[src/rtl/hpp_pkg.sv]
/*
 * Constants for the board side of the byte-wide host handshake port:
 * local register map, field positions, reset values and timing counts.
 * Assumes a 125 MHz local clock.
 */
package hpp_pkg;
	localparam int unsigned CLK_MHZ           = 125;
	localparam int unsigned RESET_HOLD_US     = 26;
	// a least time, so rounded up
	localparam int unsigned RESET_HOLD_CYCLES = (RESET_HOLD_US * 1000 + (1000 / CLK_MHZ) - 1) / (1000 / CLK_MHZ);

	localparam logic [3:0] ADDR_CTRL   = 4'h0;
	localparam logic [3:0] ADDR_STATUS = 4'h1;
	localparam logic [3:0] ADDR_RXDATA = 4'h2;
	localparam logic [3:0] ADDR_TXDATA = 4'h3;
	localparam logic [3:0] ADDR_SVCODE = 4'h4;

	// control register fields: write 1 to act, except CTRL_AUTO_BIT, which holds the value written
	localparam int unsigned CTRL_WR_ACK_BIT  = 0;
	localparam int unsigned CTRL_SEND_BIT    = 1;
	localparam int unsigned CTRL_IRQ_BIT     = 2;
	localparam int unsigned CTRL_ABORT_CLR   = 3;
	localparam int unsigned CTRL_AUTO_BIT    = 4;

	// status register fields
	localparam int unsigned STAT_HOST_WREQ   = 0;
	localparam int unsigned STAT_WR_ACK      = 1;
	localparam int unsigned STAT_SEND_REQ    = 2;
	localparam int unsigned STAT_HOST_RACK   = 3;
	localparam int unsigned STAT_IRQ_REQ     = 4;
	localparam int unsigned STAT_ATTN        = 5;
	localparam int unsigned STAT_ABORT       = 6;
	localparam int unsigned STAT_SELECTED    = 7;
	localparam int unsigned STAT_RX_VALID    = 8;

	localparam logic [7:0] DATA_RESET = 8'h00;
	localparam logic [4:0] CTRL_RESET = 5'h10;
endpackage : hpp_pkg

[src/rtl/hpp_sync.sv]
/*
 * Two-stage synchroniser for a bus of independent level inputs.
 * Assumes each bit is a slow handshake level; no bus coherence implied.
 */
`timescale 1ns/100ps
module hpp_sync #(
	parameter int unsigned WIDTH = 1
) (
	// clocking
	input  wire logic             core_clk,
	input  wire logic             rst,
	input  wire logic             clk_en,
	// levels
	input  wire logic [WIDTH-1:0] async_in,
	output logic      [WIDTH-1:0] sync_out
);
	logic [WIDTH-1:0] stage1_reg;
	logic [WIDTH-1:0] stage1_next;
	logic [WIDTH-1:0] stage2_next;

	always_comb begin
		stage1_next = stage1_reg;
		stage2_next = sync_out;
		if (clk_en) begin
			stage1_next = async_in;
			stage2_next = stage1_reg;
		end
	end

	always_ff @(posedge core_clk) begin
		if (rst) begin
			stage1_reg <= '0;
			sync_out   <= '0;
		end else begin
			stage1_reg <= stage1_next;
			sync_out   <= stage2_next;
		end
	end
endmodule : hpp_sync

[src/rtl/hpp_hold_timer.sv]
/*
 * Counts how long a qualified level has been held; fires once when it
 * has stayed high for HOLD_CYCLES. Assumes synchronous level input.
 */
`timescale 1ns/100ps
module hpp_hold_timer #(
	parameter int unsigned HOLD_CYCLES = hpp_pkg::RESET_HOLD_CYCLES
) (
	// clocking
	input  wire logic core_clk,
	input  wire logic rst,
	input  wire logic clk_en,
	// level and result
	input  wire logic level_in,
	output logic      expired
);
	localparam int unsigned CW = $clog2(HOLD_CYCLES + 1);
	localparam logic [CW-1:0] LIMIT = CW'(HOLD_CYCLES);

	logic [CW-1:0] count_reg;
	logic [CW-1:0] count_next;
	logic          expired_next;

	always_comb begin
		count_next   = count_reg;
		expired_next = expired;
		if (clk_en) begin
			expired_next = 1'b0;
			if (!level_in) begin
				count_next = '0;
			end else if (count_reg != LIMIT) begin
				count_next = count_reg + CW'(1);
				expired_next = (count_reg + CW'(1)) == LIMIT;
			end
		end
	end

	always_ff @(posedge core_clk) begin
		if (rst) begin
			count_reg <= '0;
			expired   <= 1'b0;
		end else begin
			count_reg <= count_next;
			expired   <= expired_next;
		end
	end
endmodule : hpp_hold_timer

[src/rtl/hpp_board_port.sv]
/*
 * Board side of the byte-wide asynchronous host handshake port: host-to-
 * board and board-to-host byte handshakes, board interrupt with shared
 * attention line, host abort latch and host reset, single or broadcast.
 * Assumes host lines are asynchronous and are synchronised here; the
 * local processor reaches the block over a plain register port.
 */
// The register addresses and the strobed register port were decided locally.
`timescale 1ns/100ps
module hpp_board_port #(
	parameter int unsigned DATA_W      = 8,
	parameter int unsigned SEL_W       = 3,
	parameter int unsigned RESET_HOLD  = hpp_pkg::RESET_HOLD_CYCLES
) (
	// clocking
	input  wire logic              core_clk,
	input  wire logic              rst,
	input  wire logic              clk_en,
	// board address switch
	input  wire logic [SEL_W-1:0]  board_id_switch,
	// host port inputs
	input  wire logic [SEL_W-1:0]  board_select_code,
	input  wire logic              host_write_request,
	input  wire logic              host_read_acknowledge,
	input  wire logic              host_irq_acknowledge,
	input  wire logic              host_abort_pulse,
	input  wire logic              host_board_reset,
	input  wire logic              broadcast_all_boards,
	input  wire logic [DATA_W-1:0] port_data_in,
	// host port outputs
	output logic [DATA_W-1:0]      port_data_out,
	output logic                   port_data_oe_n,
	output logic                   board_write_acknowledge,
	output logic                   board_send_request,
	output logic                   board_irq_request,
	output logic                   shared_attention_n_out,
	output logic                   shared_attention_n_oe_n,
	// local processor side
	output logic                   abort_irq7,
	output logic                   board_reset_out,
	// register port
	input  wire logic [3:0]        reg_addr,
	input  wire logic [15:0]       reg_wdata,
	input  wire logic              reg_wr,
	input  wire logic              reg_rd,
	output logic [15:0]            reg_rdata
);
	localparam int unsigned NSYNC = SEL_W + 6;

	logic [NSYNC-1:0]  sync_q;
	logic [SEL_W-1:0]  sel_s;
	logic              wreq_s, rack_s, iack_s, abort_s, reset_s, all_s;
	logic              selected, reset_fire, wr_ctrl;
	logic [DATA_W-1:0] data_sync;

	hpp_sync #(.WIDTH(NSYNC)) u_sync_ctl (
		.core_clk (core_clk),
		.rst      (rst),
		.clk_en   (clk_en),
		.async_in ({board_select_code, host_write_request, host_read_acknowledge,
		            host_irq_acknowledge, host_abort_pulse, host_board_reset, broadcast_all_boards}),
		.sync_out (sync_q)
	);
	hpp_sync #(.WIDTH(DATA_W)) u_sync_data (
		.core_clk (core_clk),
		.rst      (rst),
		.clk_en   (clk_en),
		.async_in (port_data_in),
		.sync_out (data_sync)
	);

	assign {sel_s, wreq_s, rack_s, iack_s, abort_s, reset_s, all_s} = sync_q;
	assign selected = (sel_s == board_id_switch);

	hpp_hold_timer #(.HOLD_CYCLES(RESET_HOLD)) u_reset_hold (
		.core_clk (core_clk),
		.rst      (rst),
		.clk_en   (clk_en),
		.level_in (reset_s & (selected | all_s)),
		.expired  (reset_fire)
	);

	typedef enum logic [1:0] {
		HPP_WR_IDLE = 2'b00,
		HPP_WR_ACK  = 2'b01,
		HPP_WR_DONE = 2'b11
	} hpp_wr_e;

	typedef enum logic [1:0] {
		HPP_TX_IDLE = 2'b00,
		HPP_TX_REQ  = 2'b01,
		HPP_TX_DRV  = 2'b11
	} hpp_tx_e;

	hpp_wr_e           wr_state_reg, wr_state_next;
	hpp_tx_e           tx_state_reg, tx_state_next;
	logic [DATA_W-1:0] rx_data_reg, rx_data_next;
	logic              rx_valid_reg, rx_valid_next;
	logic [DATA_W-1:0] tx_data_reg, tx_data_next;
	logic [DATA_W-1:0] sv_code_reg, sv_code_next;
	logic              auto_ack_reg, auto_ack_next;
	logic              sw_ack_reg, sw_ack_next;
	logic              irq_pend_reg, irq_pend_next;
	logic              attn_reg, attn_next;
	logic              abort_reg, abort_next;
	logic              abort_d_reg;
	logic              is_svc_reg, is_svc_next;
	logic [15:0]       rdata_next, status;

	assign wr_ctrl = clk_en & reg_wr & (reg_addr == hpp_pkg::ADDR_CTRL);

	always_comb begin
		status = '0;
		status[hpp_pkg::STAT_HOST_WREQ] = wreq_s;
		status[hpp_pkg::STAT_WR_ACK]    = (wr_state_reg == HPP_WR_ACK);
		status[hpp_pkg::STAT_SEND_REQ]  = (tx_state_reg == HPP_TX_REQ);
		status[hpp_pkg::STAT_HOST_RACK] = rack_s;
		status[hpp_pkg::STAT_IRQ_REQ]   = irq_pend_reg;
		status[hpp_pkg::STAT_ATTN]      = attn_reg;
		status[hpp_pkg::STAT_ABORT]     = abort_reg;
		status[hpp_pkg::STAT_SELECTED]  = selected;
		status[hpp_pkg::STAT_RX_VALID]  = rx_valid_reg;
	end

	always_comb begin
		wr_state_next = wr_state_reg;
		tx_state_next = tx_state_reg;
		rx_data_next  = rx_data_reg;
		rx_valid_next = rx_valid_reg;
		tx_data_next  = tx_data_reg;
		sv_code_next  = sv_code_reg;
		auto_ack_next = auto_ack_reg;
		sw_ack_next   = sw_ack_reg;
		irq_pend_next = irq_pend_reg;
		attn_next     = attn_reg;
		abort_next    = abort_reg;
		is_svc_next   = is_svc_reg;
		rdata_next    = reg_rdata;
		if (clk_en) begin
			rdata_next = '0;
			if (reg_rd) begin
				unique case (reg_addr)
					hpp_pkg::ADDR_CTRL:   rdata_next = {11'h000, auto_ack_reg, 4'h0};
					hpp_pkg::ADDR_STATUS: rdata_next = status;
					hpp_pkg::ADDR_RXDATA: rdata_next = 16'(rx_data_reg);
					hpp_pkg::ADDR_TXDATA: rdata_next = 16'(tx_data_reg);
					hpp_pkg::ADDR_SVCODE: rdata_next = 16'(sv_code_reg);
					default:              rdata_next = '0;
				endcase
				if (reg_addr == hpp_pkg::ADDR_RXDATA) begin
					rx_valid_next = 1'b0;
				end
			end
			if (reg_wr && reg_addr == hpp_pkg::ADDR_TXDATA && tx_state_reg == HPP_TX_IDLE) begin
				tx_data_next = reg_wdata[DATA_W-1:0];
			end
			if (reg_wr && reg_addr == hpp_pkg::ADDR_SVCODE && !attn_reg) begin
				sv_code_next = reg_wdata[DATA_W-1:0];
			end
			if (wr_ctrl) begin
				auto_ack_next = reg_wdata[hpp_pkg::CTRL_AUTO_BIT];
				if (reg_wdata[hpp_pkg::CTRL_WR_ACK_BIT]) begin
					sw_ack_next = 1'b1;
				end
			end
			// host-to-board byte: capture then acknowledge
			unique case (wr_state_reg)
				HPP_WR_IDLE: begin
					if (selected && wreq_s) begin
						rx_data_next  = data_sync;
						rx_valid_next = 1'b1;
						wr_state_next = HPP_WR_DONE;
					end
				end
				HPP_WR_DONE: begin
					if (auto_ack_reg || sw_ack_reg) begin
						sw_ack_next   = 1'b0;
						wr_state_next = HPP_WR_ACK;
					end
				end
				HPP_WR_ACK: begin
					if (!wreq_s) begin
						wr_state_next = HPP_WR_IDLE;
					end
				end
				default: wr_state_next = HPP_WR_IDLE;
			endcase
			// board-to-host byte or service code
			unique case (tx_state_reg)
				HPP_TX_IDLE: begin
					if (wr_ctrl && reg_wdata[hpp_pkg::CTRL_SEND_BIT]) begin
						is_svc_next   = 1'b0;
						tx_state_next = HPP_TX_REQ;
					end else if (attn_reg && !is_svc_reg) begin
						is_svc_next   = 1'b1;
						tx_state_next = HPP_TX_REQ;
					end
				end
				HPP_TX_REQ: begin
					if (selected && rack_s) begin
						tx_state_next = HPP_TX_DRV;
					end
				end
				HPP_TX_DRV: begin
					if (!rack_s) begin
						tx_state_next = HPP_TX_IDLE;
					end
				end
				default: tx_state_next = HPP_TX_IDLE;
			endcase
			// board interrupt to host
			if (wr_ctrl && reg_wdata[hpp_pkg::CTRL_IRQ_BIT] && !irq_pend_reg) begin
				irq_pend_next = 1'b1;
				attn_next     = 1'b1;
				is_svc_next   = 1'b0; // code offered once per interrupt
			end else if (selected && iack_s) begin
				attn_next     = 1'b0;
				irq_pend_next = 1'b0;
			end
			// abort latch: set wins over software clear
			if (wr_ctrl && reg_wdata[hpp_pkg::CTRL_ABORT_CLR]) begin
				abort_next = 1'b0;
			end
			if (abort_s && !abort_d_reg && (selected || all_s)) begin
				abort_next = 1'b1;
			end
		end
	end

	always_ff @(posedge core_clk) begin
		if (rst) begin
			wr_state_reg <= HPP_WR_IDLE;
			tx_state_reg <= HPP_TX_IDLE;
			rx_data_reg  <= hpp_pkg::DATA_RESET;
			rx_valid_reg <= 1'b0;
			tx_data_reg  <= hpp_pkg::DATA_RESET;
			sv_code_reg  <= hpp_pkg::DATA_RESET;
			auto_ack_reg <= hpp_pkg::CTRL_RESET[hpp_pkg::CTRL_AUTO_BIT];
			sw_ack_reg   <= 1'b0;
			irq_pend_reg <= 1'b0;
			attn_reg     <= 1'b0;
			abort_reg    <= 1'b0;
			abort_d_reg  <= 1'b0;
			is_svc_reg   <= 1'b0;
			reg_rdata    <= '0;
		end else begin
			wr_state_reg <= wr_state_next;
			tx_state_reg <= tx_state_next;
			rx_data_reg  <= rx_data_next;
			rx_valid_reg <= rx_valid_next;
			tx_data_reg  <= tx_data_next;
			sv_code_reg  <= sv_code_next;
			auto_ack_reg <= auto_ack_next;
			sw_ack_reg   <= sw_ack_next;
			irq_pend_reg <= irq_pend_next;
			attn_reg     <= attn_next;
			abort_reg    <= abort_next;
			abort_d_reg  <= clk_en ? abort_s : abort_d_reg;
			is_svc_reg   <= is_svc_next;
			reg_rdata    <= rdata_next;
		end
	end

	// registered port outputs; gated by selection where the port demands
	logic [DATA_W-1:0] pdo_next;
	logic              pdoe_n_next, wack_next, sreq_next, ireq_next, attn_oe_n_next, brst_next;

	always_comb begin
		pdo_next       = port_data_out;
		pdoe_n_next    = port_data_oe_n;
		wack_next      = board_write_acknowledge;
		sreq_next      = board_send_request;
		ireq_next      = board_irq_request;
		attn_oe_n_next = shared_attention_n_oe_n;
		brst_next      = board_reset_out;
		if (clk_en) begin
			pdo_next       = is_svc_next ? sv_code_next : tx_data_next;
			pdoe_n_next    = !(tx_state_next == HPP_TX_DRV && rack_s && selected);
			wack_next      = (wr_state_next == HPP_WR_ACK) && selected;
			sreq_next      = (tx_state_next == HPP_TX_REQ) && !is_svc_next && selected;
			ireq_next      = irq_pend_next && selected;
			attn_oe_n_next = !attn_next;
			brst_next      = reset_fire ? 1'b1 : (reset_s ? board_reset_out : 1'b0);
		end
	end

	always_ff @(posedge core_clk) begin
		if (rst) begin
			port_data_out           <= hpp_pkg::DATA_RESET;
			port_data_oe_n          <= 1'b1;
			board_write_acknowledge <= 1'b0;
			board_send_request      <= 1'b0;
			board_irq_request       <= 1'b0;
			shared_attention_n_out  <= 1'b0;
			shared_attention_n_oe_n <= 1'b1;
			abort_irq7              <= 1'b0;
			board_reset_out         <= 1'b0;
		end else begin
			port_data_out           <= pdo_next;
			port_data_oe_n          <= pdoe_n_next;
			board_write_acknowledge <= wack_next;
			board_send_request      <= sreq_next;
			board_irq_request       <= ireq_next;
			shared_attention_n_out  <= 1'b0;
			shared_attention_n_oe_n <= attn_oe_n_next;
			abort_irq7              <= abort_next;
			board_reset_out         <= brst_next;
		end
	end
endmodule : hpp_board_port

[config.mk]
export PLATFORM = sky130hd
export DESIGN_NAME = hpp_board_port
export DESIGN_NICKNAME = d
export VERILOG_FILES = /design/src/rtl/hpp_pkg.sv /design/src/rtl/hpp_sync.sv /design/src/rtl/hpp_hold_timer.sv /design/src/rtl/hpp_board_port.sv
export SDC_FILE = /design/constraint.sdc
export NUM_CORES = 1
export LEC_CHECK = 0
export BUFFER_PORTS_ARGS = -buffer_cell sky130_fd_sc_hd__buf_2
export CORE_MARGIN = 2
export CORE_UTILIZATION = 30
export CTS_BUF_LIST = sky130_fd_sc_hd__clkbuf_16
export DETAILED_ROUTE_END_ITERATION = 6
export PLACE_DENSITY_LB_ADDON = 0.3
export SYNTH_ARGS = -nofsm -noshare
export SYNTH_HDL_FRONTEND = slang
export SYNTH_SLANG_ARGS = --single-unit
[constraint.sdc]
create_clock -name core_clk -period 3.38 [get_ports core_clk]
set_input_delay 0.338 -clock core_clk [delete_from_list [all_inputs] [get_ports core_clk]]
set_output_delay 0.338 -clock core_clk [all_outputs]
set_load 0.1 [all_outputs]
-- After elaboration in Yosys (flattened, before gate mapping)
Cells that the tools add are included.
Widths: inputs -> output; s select.
- add/subtract/negate cells: 1
- multipliers: 0
- div/mod/pow operators: 0
- magnitude comparators: 0
- equal/unequal tests: 16
- shift-type cells: 0
- mux-type cells: 45
- bitwise logic cells: 4
- reduce and logical (&&, ||, !) cells: 38
- operator list (cell ; count):
    $pmux 9 s5 ; 1
    $mux 8 ; 5
    $mux 1 ; 25
    $mux 12 ; 2
    $logic_and 1x1->1 ; 20
    $mux 2 ; 9
    $add 12x1->12 const B ; 1
    $eq 12x12->1 const B ; 1
    $ne 12x12->1 const B ; 1
    $pmux 2 s3 ; 2
    $mux 9 ; 1
    $eq 2x1->1 const B ; 4
    $eq 4x2->1 const B ; 2
    $reduce_and 2->1 ; 4
    $logic_not 1->1 ; 7
    $eq 2x2->1 const B ; 3
    $eq 4x1->1 const B ; 1
    $eq 4x3->1 const B ; 1
    $logic_not 2->1 ; 2
    $logic_not 4->1 ; 1
    $and 1x1->1 ; 3
    $eq 3x3->1 ; 1
    $reduce_and 3->1 ; 1
    $logic_or 1x1->1 ; 2
    4 further kinds ; 4
- register bits: 113
- bits in latches: 0
- bits in writable memories: 0
- bits in read-only memories: 0
- bits of input ports: 45
- word-level logic and storage cells: 131
- memories kept: 0

-- Logic depth before layout (Yosys ltp)
Gate-level depths: netlist of the first run.
- depth after elaboration: 10
- mapped depth: 7
- depth with buffers taken out: 7

-- Modules after synthesis
Synthesis of the first run repeated with hierarchy kept, for this count alone.
- cell total of the unflattened synthesis: 540
- area, all modules: 4933.5 µm²
- by module, submodules not included (module ; times used ; cells each ; area each (µm²) ; sequential area each (µm²)):
    hpp_board_port ; 1 ; 324 ; 2874.0 ; 1181.1
    hpp_hold_timer ; 1 ; 106 ; 829.5 ; 260.2
    hpp_sync (u_sync_ctl) ; 1 ; 58 ; 649.4 ; 360.3
    hpp_sync (u_sync_data) ; 1 ; 52 ; 580.6 ; 320.3

-- Least setup slack after synthesis of the first run
No wires, ideal clock.
- path type: input -> register
- start point: in reg_addr[1]
- end point: reg port_data_out[0]
- setup time: 0.118 ns
- data arrival time: 1.855 ns
- path slack: 1.408 ns
- cell stages on the path: 7
- path buffers: 2
- path through: buf_4 -> nor4b_4 -> nor3b_1 -> buf_2 -> mux2i_1 -> mux2i_1 -> a22o_1
- longest elaborated chain between the ends: 8
- elaborated cells between the ends (all ways): 20
- those cells by class: eq/ne (2); mux (9); bitwise (1); reduce/logical (8)
- ends and longest elaborated chain (what ; line ; RTL):
    from (decl) ; hpp_board_port.sv:42 ; input wire logic [3:0] reg_addr,
    $logic_not 4->1 ; hpp_board_port.sv:110 ; assign wr_ctrl = clk_en & reg_wr & (reg_addr == hpp_pkg::ADDR_CTRL);
    $and 1x1->1 ; hpp_board_port.sv:110 ;
    $logic_and 1x1->1 ; hpp_board_port.sv:191 ; if (wr_ctrl && reg_wdata[hpp_pkg::CTRL_SEND_BIT]) begin
    $mux 1 ; hpp_board_port.sv:191 ;
    $mux 1 ; hpp_board_port.sv:189 ; unique case (tx_state_reg)
    $mux 1 ; hpp_board_port.sv:212 ; if (wr_ctrl && reg_wdata[hpp_pkg::CTRL_IRQ_BIT] && !irq_pend_reg) begin
    $mux 1 ; hpp_board_port.sv:139 ; if (clk_en) begin
    $mux 8 (*) ; hpp_board_port.sv:277 ; pdo_next = is_svc_next ? sv_code_next : tx_data_next;
    to (signal assigned) ; hpp_board_port.sv:289 ; port_data_out <= hpp_pkg::DATA_RESET;
    to (signal assigned) ; hpp_board_port.sv:299 ; port_data_out <= pdo_next;
    to (decl) ; hpp_board_port.sv:31 ; output logic [DATA_W-1:0] port_data_out,
Mark *: on every way between the ends. The rest lies on a longest branch, timed or not.
A chain may end at the register's enable or synchronous reset.

-- Worst setup path after layout of the first run
- start point: reg u_sync_ctl.sync_out[7]
- end point: reg rx_data_reg[1]
- longest elaborated chain between the ends: 3
- ends and longest elaborated chain (what ; line ; RTL):
    from (decl) ; hpp_sync.sv:15 ; output logic [WIDTH-1:0] sync_out
    from (signal assigned) ; hpp_sync.sv:36 ; sync_out <= stage2_next;
    $eq 3x3->1 ; hpp_board_port.sv:73 ; assign selected = (sel_s == board_id_switch);
    $logic_and 1x1->1 ; hpp_board_port.sv:169 ; if (selected && wreq_s) begin
    $reduce_and 3->1 (no line) ; - ;
    to (signal assigned) ; hpp_board_port.sv:234 ; rx_data_reg <= hpp_pkg::DATA_RESET;
    to (signal assigned) ; hpp_board_port.sv:249 ; rx_data_reg <= rx_data_next;
    to (decl) ; hpp_board_port.sv:97 ; logic [DATA_W-1:0] rx_data_reg, rx_data_next;
Every way passes these cells.

==> summary.txt, run 1 <==
Run status
  • Outcome: finished, final reports clean

STA
  • Worst slew margin: about two fifths
  • Post-layout minimum cycle time: roughly 2.2 ns
  • WHS: roughly 0.22 ns
  • Finish-stage setup viols: 0
  • Final period util: 65.3%
  • Fmax achieved: around 450 MHz
  • Worst Max-Slew Pin Slew: between 0.8 and 0.9 ns
  • Sum of negative setup slack: 0 ns
  • Post-route clock skew: approximately 0.0057 ns
  • Endpoints failing hold: 0
  • Pins over their slew limit: 0
  • RSZ-0062 raised after global routing: false

Die
  • Core outline area: 15100 sq um
  • Row Count: 45
  • Die width: roughly 130 um
  • Die Y-Extent: about 130 um
  • Die area: 16400 sq um
  • IO Pins: just under 80
  • Initial Util: roughly 31%

Pwr
  • Worst vdd ir: ~0.35 mV
  • Pwr dens: 455 nW/um^2
  • Total power: 2.41 mW
  • Pleak: between 2 and 2.5 nW

Finish
  • Reg area: roughly 2100 sq um
  • Area of the multi-input gates: 2310 sq um
  • Fin util: 35.2%
  • # fillers: between 1.5k and 2k
  • Max reg flops: 12
  • Fraction of layout cells with a size suffix above 1: between 10% and 20%
  • Final #Nets: 590
  • N_diodes: 0
  • P&R area growth vs syn: 15.0%

Detailed routing
  • ANT nets after route: 0
  • Drt initial violations: ~310
  • DRC viols: 0
  • Wire per inst: ~15 um
  • Vias/cell: 5.04
  • Total wire length: around 11 mm
  • 1st-pass router iterations: 5
  • Via count: between 3k and 4k

Hold path
  • Tightest Hold Check Type: input port to register

Synthesis
  • Ys flop type: dfxtp_1
  • Syn Area/Cell: about 9.4 sq um
  • Sequential fraction of the synthesis area: about 46%
  • Yosys top cell area share: 46.0%
  • Most frequent cell after synthesis: dfxtp_1
  • Yosys cell types: 57
  • Synthesis-stage register bit count: 106
  • Cell accounting for the most synthesized area: dfxtp_1
  • Synth Cell Area: around 4600 sq um
  • EDFF count, synth: 0
  • Gate Count Post-Synth: 492
  • Synth Warn #: 0
  • Commonest cells in the netlist: dfxtp_1 (106), nor2_1 (72), mux2i_1 (70), nand2_1 (37), a21oi_1 (23)
  • Ys async rst share: 0%
  • Top cells by area, synth: dfxtp_1 (46%), mux2i_1 (15%), nor2_1 (5.9%)

GRT
  • Vias in the first global route: between 3k and 4k
  • GRT Overall Usage: 14.0%
  • Largest net degree at the start of global routing: slightly below 60
  • Total grt overflow: 0
  • Initial antenna violation count: 0
  • Global-route wire length before repair: approximately 18 mm

Setup path
  • Crit path DAT: 2.42 ns
  • Delay of the slowest critical-path stage: approximately 0.60 ns
  • CP max-delay cell: nand3_1
  • Startpoint types: register
  • CP Max Fanout: 9
  • Crit path cell chain: xor2_1 -> nor3_2 -> nand3_1 -> mux2i_1 -> nor2_1
  • Critical path type: register to register
  • Critical Path RT: around 3.6 ns
  • Crit end category: register

Clock tree
  • Post-CTS Setup Bufs: 0
  • Worst-skew pair later-pin latency: approximately 0.35 ns
  • H-tree depth: 3
  • CTS max path bufs: 2
  • Clk Tree Root Cell: clkbuf_16
  • Clk sink count: approximately 110
  • CTS hold repair buffers: 0
  • Clock-pin slew on the worst setup and hold paths: 0.07 ns
  • CTS tree: built
  • CTS resizes: 0
  • Num CTS Buffers: 9

Place
  • Dpl hpwl: 8.07 mm
  • Final GP Congestion: 0.881
  • I/O Buffers: 60

Flow run
  • Max_cap viols: 0
==> path summary, 6_finish.rpt <==
path                                                           from                                     end  slack (ns)  depth (start not counted)
worst max-delay path            u_sync_ctl.sync_out[7]$_SDFFE_PP0P_             rx_data_reg[1]$_SDFFE_PP0P_        1.17                          5
worst min-delay path                                port_data_in[0]  u_sync_data.stage1_reg[0]$_SDFFE_PP0P_        0.22                          3
worst max register to register  u_sync_ctl.sync_out[7]$_SDFFE_PP0P_             rx_data_reg[1]$_SDFFE_PP0P_        1.17                          5
worst min register to register            reg_rdata[4]$_SDFFE_PP0P_               reg_rdata[4]$_SDFFE_PP0P_        0.46                          2
==> cell usage in the layout (no fill, tap or decap), types with 6 or more instances in the layout <==
cell type,netlist,layout
dfxtp_1,106,106
nor2_1,72,72
mux2i_1,70,70
buf_2,4,60
nand2_1,37,37
a21oi_1,23,23
o21ai_0,20,20
a22o_1,10,10
clkbuf_16,0,9
inv_1,7,8
conb_1,1,8
buf_4,9,8
nand3_1,7,7
nor3_1,6,6
nand2b_1,6,6
a31oi_1,6,6
or3_1,6,6
==> critical path: cells and delay by family, from the launching register on <==
| kind | cells | cell delay, ns |
|---|---|---|
| simple gates | 3 | 1.24 |
| flops | 1 | 0.32 |
| xor+xnor | 1 | 0.18 |
| mux | 1 | 0.32 |
==> per-layer routing <==
layer / global-route usage (%) / part of all wire, %
met5: 0 / 0
met4: 4.85 / 1.9
met3: 4.05 / 5.1
met2: 21.7 / 45
met1: 18.5 / 48
==> final cells by class <==
type | count | share of cell area [%]
flip-flops and latches | 106 | 40.0
inverters | 7 | 0.495
multi-input cells | 350 | 43.5
clock inverters | 6 | 0.495
well taps | 188 | 4.43
repair buffers | 68 | 6.79
clock buffers | 9 | 4.25
==> through the flow <==
stage / instance area (sq um) / cells / setup slack (ns)
2_1_floorplan: 4640 / 499 / 1.41
5_1_grt: 5310 / 734 / 0.995
4_1_cts: 5310 / 734 / 1.14
3_3_place_gp: 5050 / 719 / 1.11
6_report: 5310 / 734 / 1.17
3_5_place_dp: 5050 / 719 / 1.03
==> where the power goes <==
group          switching [mW]  total (mW)  internal (mW)  leakage [nW]
sequential             0.0157        1.29           1.27         0.859
clock                   0.446       0.929          0.483         0.123
combinational           0.138       0.197         0.0589          1.21
total                   0.600        2.41           1.81          2.19
==> kinds of logic (layout without fill, tap and decap cells) <==
group | after synthesis | after routing | share of synthesized area (%)
AO/OA/AOI/OAI | 91 | 91 | 13.3
adder cells (fa/ha/maj) | 3 | 3 | 0.814
multiplexers | 70 | 70 | 15.2
buffers and inverters | 43 | 90 | 4.50
XOR/XNOR | 5 | 5 | 0.949
AND/OR/NAND/NOR | 173 | 173 | 19.1
flip-flops | 106 | 106 | 46.0
other | 1 | 8 | 0.0813
No activity file was read; power rests on OpenSTA's default activity.
==> run 2, diff against run 1 <==
==> constraint.sdc (replaced) <==
create_clock -name core_clk -period 1.9 [get_ports core_clk]
set_input_delay 0.19 -clock core_clk [delete_from_list [all_inputs] [get_ports core_clk]]
set_output_delay 0.19 -clock core_clk [all_outputs]
set_load 0.1 [all_outputs]
==> run 2 against run 1 <==
Net effect: maximum frequency rose by 21%; final area grew 4.3%; routed wire length increased by 2.3%; core utilization grew 1.5 points; via count grew 2.1%; clock skew grew 0.00083 ns; critical path depth unchanged; critical path type unchanged; highest routed layer unchanged.
==> summary.txt, run 2 (synthesis gave the netlist of run 1 again) <==
Clock tree
  • Clk sink count: 106 (unchanged)
  • CTS resizes: 0 (unchanged)
  • Num CTS Buffers: 9 (unchanged)
  • CTS max path bufs: 2 (unchanged)
  • Clk Tree Root Cell: clkbuf_16
  • Clock-pin slew on the worst setup and hold paths: 0.07 ns (about the same)
  • CTS hold repair buffers: 0 (unchanged)
  • Post-CTS Setup Bufs: 0 (unchanged)
  • Worst-skew pair later-pin latency: 0.35 ns (about the same)
  • H-tree depth: 3 (unchanged)
  • CTS tree: built

Finish
  • Max reg flops: 12 (unchanged)
  • Most common cell after layout, fill and taps aside: dfxtp_1
  • P&R area growth vs syn: 20.0%
  • Fraction of layout cells with a size suffix above 1: 19.9% (+3.8 points)
  • Final #Nets: 611 (+3.6%)
  • Commonest non-fill, non-tap cells in the layout: dfxtp_1 (106), nor2_1 (72), mux2i_1 (70)
  • N_diodes: 0 (unchanged)
  • Final Non-Filler Cells: 755 (+2.9%)
  • Post-Layout Inst Area: 5540 sq um (+4.3%)

Die
  • Die area: 16400 sq um (unchanged)
  • Initial Util: 30.6% (unchanged)
  • Row Count: 45 (unchanged)
  • Die Y-Extent: 128 um (unchanged)
  • Core outline area: 15100 sq um (unchanged)
  • IO Pins: 77 (unchanged)
  • Die width: 128 um (unchanged)

Detailed routing
  • ANT nets after route: 0 (unchanged)
  • Drt initial violations: 244 (-22%)
  • 1st-pass router iterations: 6 (+1)
  • Via count: 3781 (+2.1%)
  • Total wire length: 11.5 mm (+2.3%)
  • Vias/cell: 5.01 (-0.73%)
  • DRC viols: 0 (unchanged)
  • Wire per inst: 15.2 um (-0.51%)

Setup path
  • Crit end category: register
  • CP Max Fanout: 7 (-2)
  • Startpoint types: register
  • CP max-delay cell: o41a_1
  • R2R setup slack: 0.08 ns (-1.09 ns)
  • Critical Path RT: 2.18 ns (-1.41 ns)
  • Crit path cell chain: xor2_1 -> o41a_1 -> or2_4 -> or3b_1 -> a21oi_1
  • Critical path type: register to register
  • Delay of the slowest critical-path stage: 0.47 ns (-0.13 ns)
  • Crit path DAT: 2.10 ns (-0.32 ns)

GRT
  • Gr busiest metal: met2
  • Largest net degree at the start of global routing: 89 (+51%)
  • Vias in the first global route: 3615 (+5.7%)
  • Total grt overflow: 0 (unchanged)
  • Met1 GRT Util: 19.5% (+1.0 points)
  • Met3 track utilization from global routing: 3.26% (-0.79 points)
  • Routing usage on met2: 22.5% (+0.79 points)
  • GRT Overall Usage: 14.5% (+0.53 points)
  • Global-route wire length before repair: 18.6 mm (+4.5%)
  • Initial antenna violation count: 0 (unchanged)

Place
  • Final GP Congestion: 0.902 (+2.4%)
  • DP Worst Slack: -0.0281 ns (-1.06 ns)
  • Cell Area, Placed: 5250 sq um (+3.9%)
  • Dpl hpwl: 8.24 mm (+2.1%)
  • Placed cell count: 740 (+2.9%)
  • I/O Buffers: 60 (unchanged)

STA
  • RSZ-0062 raised after global routing: false
  • Post-route clock skew: 0.00650 ns (+0.000832 ns)
  • Final setup margin: 0.0810 ns (-1.09 ns)
  • Final period util: 95.7% (+30 points)
  • Sum of negative setup slack: 0 ns (unchanged)
  • Finish-stage setup viols: 0 (unchanged)
  • Pins over their slew limit: 0 (unchanged)
  • Post-layout minimum cycle time: 1.82 ns (-0.387 ns)
  • Endpoints failing hold: 0 (unchanged)
  • Fmax achieved: 550 MHz (+21%)

Run status
  • Outcome: finished, final reports clean

Hold path
  • Tightest Hold Check Type: input port to register

Pwr
  • Pwr dens: 810 nW/um^2 (+78%)
  • Worst vdd ir: 0.577 mV (+63%)
  • Pleak: 2.33 nW (+6.2%)
  • Total power: 4.48 mW (+86%)

Flow run
  • Max_cap viols: 0 (unchanged)
[run 2: final cells by class]
cell class                      instances  area (sq um)
Clock inverter                          6          58.8
Clock buffer                            9           225
Tap cell                              188           235
Timing Repair Buffer                   89           556
Fill cell                            1544          9550
Inverter                                7          26.3
Multi-Input combinational cell        350          2310
Sequential cell                       106          2120
[run 2: critical path, delay by kind of cell (launching register included)]
family	cells	cell delay (ns)
and+or+nand+nor	2	0.65
AOI/OAI and AO/OA	2	0.61
DFF	1	0.32
xor gates and xnor gates	1	0.18
[run 2: worst paths after layout]
| check | start | end | depth (start not counted) |
|---|---|---|---|
| hold reg to reg | reg_rdata[4]$_SDFFE_PP0P_ | reg_rdata[4]$_SDFFE_PP0P_ | 2 |
| hold / removal | port_data_in[4] | u_sync_data.stage1_reg[4]$_SDFFE_PP0P_ | 3 |
| setup reg to reg | u_sync_ctl.sync_out[7]$_SDFFE_PP0P_ | u_reset_hold.count_reg[3]$_SDFFE_PP0P_ | 5 |
| setup / recovery | u_sync_ctl.sync_out[7]$_SDFFE_PP0P_ | u_reset_hold.count_reg[3]$_SDFFE_PP0P_ | 5 |
[run 2: power by group]
part           switching, mW  internal, mW  total [mW]
combinational          0.255         0.124       0.380
clock                  0.808          1.01        1.82
sequential            0.0266          2.26        2.29
total                   1.09          3.40        4.48
[run 2: metrics by stage]
| step | hold slack, ns | utilization [%] |
|---|---|---|
| global route | 0.0676 | 36.7 |
| CTS | 0.0623 | 36.7 |
| floorplan | 0.314 | - |
| global placement | 0.427 | 34.8 |
| detailed placement | 0.435 | 34.8 |
| finish | 0.0783 | 36.7 |
[run 2: per-layer routing]
layer / wire [um] / vias to the layer above
li1: - / 1891
met1: 5560 / 1786
met2: 5170 / 88
met3: 484 / 16
met4: 241 / 0
met5: 0 / -
